===== src/include/sca_pkg.sv =====
// shared constants and types for the shift and carry-chain alu slice
// assumes one core clock and a synchronous active-high core reset
package sca_pkg;

  // operand width of the core datapath
  localparam int DATA_WIDTH = 8;

  // reset values of the flag and result registers
  localparam logic CARRY_RESET = 1'b0;
  localparam logic ZERO_RESET = 1'b0;
  localparam logic [DATA_WIDTH-1:0] RESULT_RESET = 8'h00;

  // fill bit that the plain shifts bring in
  localparam logic SHIFT_FILL = 1'b0;

  // operation codes handed over by the instruction decoder
  typedef enum logic [3:0] {
    arith_right_shift_op,
    logic_right_shift_op,
    logic_left_shift_op,
    arith_left_shift_alias,
    rotate_right_thru_carry,
    rotate_left_thru_carry,
    add_with_carry_op,
    sub_with_borrow_op
  } sca_op_type;

endpackage : sca_pkg


===== src/logic/sca_alu_top.sv =====
// shift and carry-chain slice of the 8-bit core alu, with its carry flag
// assumes the decoder presents one operation per cycle on opValid and the
// register file takes the registered result on the cycle after
//
// Overview of operation
// - arithmetic right shift copies the top bit back, keeping the sign
// - one left shift inserts zero; the arithmetic left name is the same
// - every shift puts the bit shifted out into carry
// - rotates fill from carry and load carry with the outgoing bit
// - logical right shift inserts zero at the top, low bit to carry
// - subtract with borrow uses the previous byte's borrow
// - rotates are nine bits through carry; nine restore the start
// - the working register may be operand and destination directly
`timescale 1ns/1ps

module sca_alu_top #(
  parameter int WIDTH = sca_pkg::DATA_WIDTH
) (
  input wire logic ref_clk,
  input wire logic rst,
  input wire logic opValid,
  input wire sca_pkg::sca_op_type opCode,
  input wire logic [WIDTH-1:0] workIn,
  input wire logic [WIDTH-1:0] fileIn,
  input wire logic fileIsWorking,
  input wire logic destWorking,
  input wire logic carryLoad,
  input wire logic carryLoadValue,
  output logic [WIDTH-1:0] resultData,
  output logic resultValid,
  output logic writeWorking,
  output logic writeFile,
  output logic carryFlag,
  output logic zeroFlag
);

  logic [WIDTH-1:0] operand;
  logic [WIDTH-1:0] unitResult;
  logic unitCarry;
  logic toWorking;

  // the working register, seen through its file alias, feeds the operand
  assign operand = fileIsWorking ? workIn : fileIn;
  assign toWorking = destWorking | fileIsWorking;

  sca_shift_unit #(
    .WIDTH(WIDTH)
  ) u_shift (
    .opCode(opCode),
    .workVal(workIn),
    .operandVal(operand),
    .carryIn(carryFlag),
    .resultVal(unitResult),
    .carryOut(unitCarry)
  );

  // carry flag: an executing operation wins over a register-file write,
  // since the alu result is the later event in the instruction
  always_ff @(posedge ref_clk) begin
    if (rst) begin
      carryFlag <= sca_pkg::CARRY_RESET;
    end else if (opValid) begin
      carryFlag <= unitCarry;
    end else if (carryLoad) begin
      carryFlag <= carryLoadValue;
    end
  end

  // result byte and zero flag, registered straight to the outputs
  always_ff @(posedge ref_clk) begin
    if (rst) begin
      resultData <= sca_pkg::RESULT_RESET;
      zeroFlag <= sca_pkg::ZERO_RESET;
    end else if (opValid) begin
      resultData <= unitResult;
      zeroFlag <= (unitResult == '0);
    end
  end

  // write strobes: one-cycle pulses aligned with the new result
  always_ff @(posedge ref_clk) begin
    if (rst) begin
      resultValid <= 1'b0;
      writeWorking <= 1'b0;
      writeFile <= 1'b0;
    end else begin
      resultValid <= opValid;
      writeWorking <= opValid & toWorking;
      writeFile <= opValid & ~toWorking;
    end
  end

  property p_asr_sign;
    @(posedge ref_clk) disable iff (rst)
      opValid && opCode == sca_pkg::arith_right_shift_op |=>
        resultData[WIDTH-1] == $past(operand[WIDTH-1]) &&
        resultData[WIDTH-2:0] == $past(operand[WIDTH-1:1]);
  endproperty
  a_asr_sign: assert property (p_asr_sign)
    else $error("arithmetic right shift lost the sign bit");

  property p_left_shift;
    @(posedge ref_clk) disable iff (rst)
      opValid && (opCode == sca_pkg::logic_left_shift_op ||
                  opCode == sca_pkg::arith_left_shift_alias) |=>
        resultData == {$past(operand[WIDTH-2:0]), 1'b0} &&
        carryFlag == $past(operand[WIDTH-1]);
  endproperty
  a_left_shift: assert property (p_left_shift)
    else $error("left shift result or carry wrong");

  property p_shift_carry;
    @(posedge ref_clk) disable iff (rst)
      opValid && (opCode == sca_pkg::arith_right_shift_op ||
                  opCode == sca_pkg::logic_right_shift_op) |=>
        carryFlag == $past(operand[0]) && resultValid;
  endproperty
  a_shift_carry: assert property (p_shift_carry)
    else $error("right shift did not move low bit into carry");

  property p_rotate_right;
    @(posedge ref_clk) disable iff (rst)
      opValid && opCode == sca_pkg::rotate_right_thru_carry |=>
        {resultData, carryFlag} == {$past(carryFlag), $past(operand)};
  endproperty
  a_rotate_right: assert property (p_rotate_right)
    else $error("rotate right through carry wrong");

  property p_rotate_left;
    @(posedge ref_clk) disable iff (rst)
      opValid && opCode == sca_pkg::rotate_left_thru_carry |=>
        {carryFlag, resultData} == {$past(operand), $past(carryFlag)};
  endproperty
  a_rotate_left: assert property (p_rotate_left)
    else $error("rotate left through carry wrong");

  property p_logic_right;
    @(posedge ref_clk) disable iff (rst)
      opValid && opCode == sca_pkg::logic_right_shift_op |=>
        resultData == {1'b0, $past(operand[WIDTH-1:1])} &&
        carryFlag == $past(operand[0]);
  endproperty
  a_logic_right: assert property (p_logic_right)
    else $error("logical right shift did not insert zero");

  property p_sub_borrow;
    @(posedge ref_clk) disable iff (rst)
      opValid && opCode == sca_pkg::sub_with_borrow_op |=>
        resultData == WIDTH'($past(operand) - $past(workIn) -
                             WIDTH'(!$past(carryFlag))) &&
        carryFlag == ({1'b0, $past(operand)} >=
                      ({1'b0, $past(workIn)} +
                       (WIDTH+1)'(!$past(carryFlag))));
  endproperty
  a_sub_borrow: assert property (p_sub_borrow)
    else $error("subtract with borrow result or borrow wrong");

  property p_rotate_nine_bits;
    @(posedge ref_clk) disable iff (rst)
      opValid && (opCode == sca_pkg::rotate_right_thru_carry ||
                  opCode == sca_pkg::rotate_left_thru_carry) |=>
        $countones({carryFlag, resultData}) ==
        $countones({$past(carryFlag), $past(operand)});
  endproperty
  a_rotate_nine_bits: assert property (p_rotate_nine_bits)
    else $error("rotate did not preserve the nine-bit ring");

  property p_working_alias;
    @(posedge ref_clk) disable iff (rst)
      opValid && fileIsWorking &&
      opCode == sca_pkg::logic_right_shift_op |=>
        writeWorking && !writeFile &&
        resultData == {1'b0, $past(workIn[WIDTH-1:1])};
  endproperty
  a_working_alias: assert property (p_working_alias)
    else $error("working register alias not used as operand and target");

  property p_add_carry;
    @(posedge ref_clk) disable iff (rst)
      opValid && opCode == sca_pkg::add_with_carry_op |=>
        {carryFlag, resultData} ==
        ({1'b0, $past(workIn)} + {1'b0, $past(operand)} +
         (WIDTH+1)'($past(carryFlag)));
  endproperty
  a_add_carry: assert property (p_add_carry)
    else $error("add with carry result or carry wrong");

  property p_carry_hold;
    @(posedge ref_clk) disable iff (rst)
      !opValid && !carryLoad |=> $stable(carryFlag) && !resultValid;
  endproperty
  a_carry_hold: assert property (p_carry_hold)
    else $error("carry changed without an operation or load");

  // a register-file write of carry must land when no operation runs
  property p_carry_load;
    @(posedge ref_clk) disable iff (rst)
      !opValid && carryLoad |=> carryFlag == $past(carryLoadValue);
  endproperty
  a_carry_load: assert property (p_carry_load)
    else $error("carry load from the register file was lost");

  // after each operation the zero flag describes the byte just registered; reset clears it although the reset byte is zero
  property p_zero_flag;
    @(posedge ref_clk) disable iff (rst)
      opValid |=> zeroFlag == (resultData == '0);
  endproperty
  a_zero_flag: assert property (p_zero_flag)
    else $error("zero flag disagrees with the result byte");

  // each operation gives exactly one write strobe, aimed by destination
  property p_write_target;
    @(posedge ref_clk) disable iff (rst)
      opValid |=> resultValid && (writeWorking != writeFile) &&
        writeWorking == $past(destWorking || fileIsWorking);
  endproperty
  a_write_target: assert property (p_write_target)
    else $error("result strobe or its destination wrong");

  // strobes are single pulses, so a write never repeats on an idle cycle
  property p_strobe_single;
    @(posedge ref_clk) disable iff (rst)
      !opValid |=> !writeWorking && !writeFile;
  endproperty
  a_strobe_single: assert property (p_strobe_single)
    else $error("write strobe without an operation");

endmodule : sca_alu_top


===== src/logic/sca_shift_unit.sv =====
// combinational shift, rotate and carry-chain arithmetic for one byte
// assumes operands are already selected and the carry is the live flag
`timescale 1ns/1ps

module sca_shift_unit #(
  parameter int WIDTH = sca_pkg::DATA_WIDTH
) (
  input wire sca_pkg::sca_op_type opCode,
  input wire logic [WIDTH-1:0] workVal,
  input wire logic [WIDTH-1:0] operandVal,
  input wire logic carryIn,
  output logic [WIDTH-1:0] resultVal,
  output logic carryOut
);

  // fill bit for the plain shifts, declared ahead of its first use
  localparam logic SHIFT_FILL_BIT = sca_pkg::SHIFT_FILL;

  logic [WIDTH:0] sumWide;
  logic [WIDTH:0] diffWide;

  // nine-bit wide sums so the carry and borrow out of the top bit survive
  assign sumWide = {1'b0, workVal} + {1'b0, operandVal}
                 + {{WIDTH{1'b0}}, carryIn};
  assign diffWide = {1'b0, operandVal} - {1'b0, workVal}
                  - {{WIDTH{1'b0}}, ~carryIn};

  // one case per operation; carry means "no borrow" for the subtract
  always_comb begin
    resultVal = operandVal;
    carryOut = carryIn;
    case (opCode)
      sca_pkg::arith_right_shift_op: begin
        // top bit copied back so a negative byte stays negative
        resultVal = {operandVal[WIDTH-1], operandVal[WIDTH-1:1]};
        carryOut = operandVal[0];
      end
      sca_pkg::logic_right_shift_op: begin
        resultVal = {SHIFT_FILL_BIT, operandVal[WIDTH-1:1]};
        carryOut = operandVal[0];
      end
      sca_pkg::logic_left_shift_op,
      sca_pkg::arith_left_shift_alias: begin
        // only one left shift exists; the arithmetic name maps onto it
        resultVal = {operandVal[WIDTH-2:0], SHIFT_FILL_BIT};
        carryOut = operandVal[WIDTH-1];
      end
      sca_pkg::rotate_right_thru_carry: begin
        resultVal = {carryIn, operandVal[WIDTH-1:1]};
        carryOut = operandVal[0];
      end
      sca_pkg::rotate_left_thru_carry: begin
        resultVal = {operandVal[WIDTH-2:0], carryIn};
        carryOut = operandVal[WIDTH-1];
      end
      sca_pkg::add_with_carry_op: begin
        resultVal = sumWide[WIDTH-1:0];
        carryOut = sumWide[WIDTH];
      end
      sca_pkg::sub_with_borrow_op: begin
        resultVal = diffWide[WIDTH-1:0];
        carryOut = ~diffWide[WIDTH];
      end
      default: begin
        resultVal = operandVal;
        carryOut = carryIn;
      end
    endcase
  end

endmodule : sca_shift_unit


===== config.mk =====
export PLATFORM = sky130hd
export DESIGN_NAME = sca_alu_top
export DESIGN_NICKNAME = d
export VERILOG_FILES = /design/src/include/sca_pkg.sv /design/src/logic/sca_alu_top.sv /design/src/logic/sca_shift_unit.sv
export SDC_FILE = /design/constraint.sdc
export NUM_CORES = 1
export LEC_CHECK = 0
export ABC_AREA = 1
export BUFFER_PORTS_ARGS = -buffer_cell sky130_fd_sc_hd__buf_2
export CORE_ASPECT_RATIO = 0.5
export CORE_UTILIZATION = 55
export CTS_BUF_LIST = sky130_fd_sc_hd__clkbuf_2
export CTS_CLUSTER_DIAMETER = 150
export CTS_CLUSTER_SIZE = 12
export DETAILED_ROUTE_END_ITERATION = 8
export GPL_TIMING_DRIVEN = 0
export HOLD_SLACK_MARGIN = 0.03
export PLACE_DENSITY = 0.8
export SETUP_SLACK_MARGIN = 0.15
export SYNTH_ARGS = -nofsm -noshare
export SYNTH_HDL_FRONTEND = slang
export SYNTH_HIERARCHICAL = 1
export SYNTH_SLANG_ARGS = --single-unit

===== constraint.sdc =====
create_clock -name ref_clk -period 3.45 [get_ports ref_clk]
set_input_delay 0.345 -clock ref_clk [delete_from_list [all_inputs] [get_ports ref_clk]]
set_output_delay 0.345 -clock ref_clk [all_outputs]
set_load 0.02 [all_outputs]

==> reports/qor.csv <==
metric,value,unit
DR pass1 iterations,6,
synth top area cells,"nand2_1 (24%), ha_1 (13%), dfxtp_1 (13%)",
Global Route Usage Sum,26.7,%
fraction of layout cells with a size suffix above 1,17.9,%
Core ar.,0.00319,mm^2
Mapped Cells,338,
Worst-Margin Slew,0.525,ns
area delta synth->final,13.8,%
initial antenna violation count,0,
Slew Limit Fails,0,
clock latency on the worst-skew pair,0.26,ns
"EDFF count, synth",0,
clock slew at reported path FFs,0.11,ns
most frequent cell after synthesis,nand2_1,
capturing point of the worst reg2reg path,zeroFlag,
IO Pins,40,
initial core utilization,61.5,%
first-pass GRT wire length,7980,um
final WL,5040,um
Mean Syn Cell Area,5.80,um^2
Worst Setup Path Type,primary input to flip-flop,
Hold Crit Class,primary input to flip-flop,
synthesized net count,390,
post_cts resized,0,
Sum Neg Setup Slack,0,ns
WL/cell,11.8,um
CTS tree,done,
Detail Route Antenna Nets,0,
Post-Syn Area,0.00196,mm^2
CTS Buf Count,3,
Post-synth ARST share,0,%
Synth warnings,6,
final hold violations,0,
r2r setup slk,0.84,ns
"Seq/Total Area, Yosys",13.3,%
RR Startpoint,carryFlag,
max cap viols,0,
synth cell count leaders,"nand2_1 (126), inv_1 (54), nor2_1 (34), nand3_1 (27), ha_1 (21)",
diodes inserted,0,
Die Y,44.2,um
overall die width,86.4,um
WP data arrival,3.02,ns
Yosys reg bits,13,
largest net degree at the start of global routing,11,
WP data required,3.60,ns
skew final,0.00110,ns
Final Critical Period,2.87,ns
Max-slew headroom,64.6,%
maximum VDD drop,0.000110,V
worst reg-to-reg path cell count,16,
Netlist cell types,30,
Finished Core Util,69.9,%
Tcrit/Tclk final,83.3,%
Congestion Overflow GR,0,
HPWL Detailed,4100,um
final-report setup violation count,0,
power per cell area,269,mW/mm^2
critical path startpoint category,primary input,
outcome,"finished, final reports clean",
DRT iter0 DRCs,163,
Worst setup EP type,flip-flop,
GPL Wtd Cong,0.909,
Leak,1.28,nW
Highest Clock Rate,0.348,GHz
cell accounting for the most synthesized area,nand2_1,
Layout Nets,433,
DR vias,2174,
total setup buffers inserted after CTS,0,
clk sink count,13,
CTS Hold Bufs,0,
Post-synth top flop,dfxtp_1,
number of global-route vias before repair,1809,
top cell type's share of synthesized area,24.1,%
clk buf depth,2,
Root Buffer,clkbuf_2,
"Max FO, Critical Path",10,
row cnt,14,
IO buf count,38,
DRC,0,
worst hold endpoint,writeFile,
Die ar.,0.00382,mm^2
Hold Startpoint,destWorking,
Worst Hold Path Cells,2,
RSZ-0062 raised after global routing,no,
H-tree levels,1,
Via-to-Cell Ratio,5.08,
layout make-up:
type | count | area (um^2)
Fill cell | 311 | 958
Multi-Input combinational cell | 264 | 1450
Clock buffer | 4 | 20.0
Buffer | 4 | 32.5
Inverter | 57 | 219
Tap cell | 48 | 60.1
Timing Repair Buffer | 38 | 190
Sequential cell | 13 | 260
layer usage:
| layer | wire length [um] | vias to the layer above | track usage (%) | part of all wire [%] |
|---|---|---|---|---|
| li1 | - | 1133 | - | - |
| met1 | 2520 | 949 | 39.7 | 50 |
| met2 | 2100 | 90 | 43.8 | 42 |
| met3 | 403 | 2 | 1.68 | 8.0 |
| met4 | 16 | 0 | 4.33 | 0.32 |
| met5 | 0 | - | 0 | 0 |
worst max-delay path: stages:
cell and delay (ns):
buf_2 0.09, buf_2 0.25, nand2_1 0.09, nand2_1 0.15, inv_1 0.11, fa_1 0.58, inv_1 0.06, ha_1 0.18
o21ai_0 0.16, nand2_1 0.16, nand2_1 0.09, nand2_1 0.05, o21ai_1 0.19, nor2_1 0.06, nor2_1 0.18, nor2_1 0.07
nand2_1 0.07, nor2_2 0.04, nand2_1 0.06, a21oi_2 0.05
worst max-delay path by stage:
stage / from / to / slack, ns / cells after the start
after CTS: fileIsWorking / zeroFlag / 0.63 / 20
after floorplan: fileIsWorking / zeroFlag / 0.90 / 19
after global placement: fileIsWorking / zeroFlag / 0.41 / 20
final: fileIsWorking / zeroFlag / 0.58 / 20
after detailed placement: fileIsWorking / zeroFlag / 0.36 / 20
after global routing: fileIsWorking / zeroFlag / 0.39 / 20
stage by stage:
stage	std cells	instance area (um^2)	hold WS (ns)	total power, mW	setup WS (ns)
4_1_cts	428	2230	0.261	0.595	0.631
3_5_place_dp	424	2210	0.461	0.518	0.365
6_report	428	2230	0.268	0.599	0.578
5_1_grt	428	2230	0.253	0.653	0.392
3_3_place_gp	424	2210	0.454	0.508	0.406
2_1_floorplan	338	1960	0.418	0.429	0.903
cells by family (layout without fill, tap and decap cells):
logic type | Yosys count | after routing | synth area share (%)
AOI/OAI and AO/OA | 33 | 33 | 11.2
DFF | 13 | 13 | 13.3
buffers and inverters | 61 | 103 | 12.8
adders and majority gates | 25 | 25 | 17.5
and+or+nand+nor | 206 | 206 | 45.2
sequential cells by signal, indices dropped and copies added, names as in the netlist:
| name | cells |
|---|---|
| carryFlag | 1 |
| resultData | 8 |
| resultValid | 1 |
| writeFile | 1 |
| writeWorking | 1 |
| zeroFlag | 1 |
cells in the final DEF, fill, tap and decap left out:
master    netlist  routed
nand2_1       126     126
inv_1          54      54
buf_2           2      40
nor2_1         34      34
nand3_1        27      27
ha_1           21      21
dfxtp_1        13      13
a21oi_1        12      12
a21oi_2         5       5
o21ai_0         5       5
nor2_2          4       4
clkbuf_2        0       4
fa_1            4       4
a211oi_2        3       3
or2_1           3       3
nand3b_1        3       3
buf_6           2       2
inv_2           2       2
o21ai_1         2       2
o21a_1          2       2
nand2_2         2       2
nand4_1         2       2
o22ai_1         2       2
nor4_2          1       1
nor3b_2         1       1
clkinv_4        1       1
nor3_4          1       1
nor2_4          1       1
or2_2           1       1
a41oi_1         1       1
a31oi_1         1       1
report_power, final:
group | switching, mW | total, mW | leakage [nW] | internal, mW
Clock | 0.0449 | 0.0757 | 0.0166 | 0.0308
Sequential | 0.00516 | 0.165 | 0.107 | 0.160
Combinational | 0.230 | 0.358 | 1.15 | 0.129
Total | 0.280 | 0.599 | 1.28 | 0.319
(Power assumes the default switching activity.)
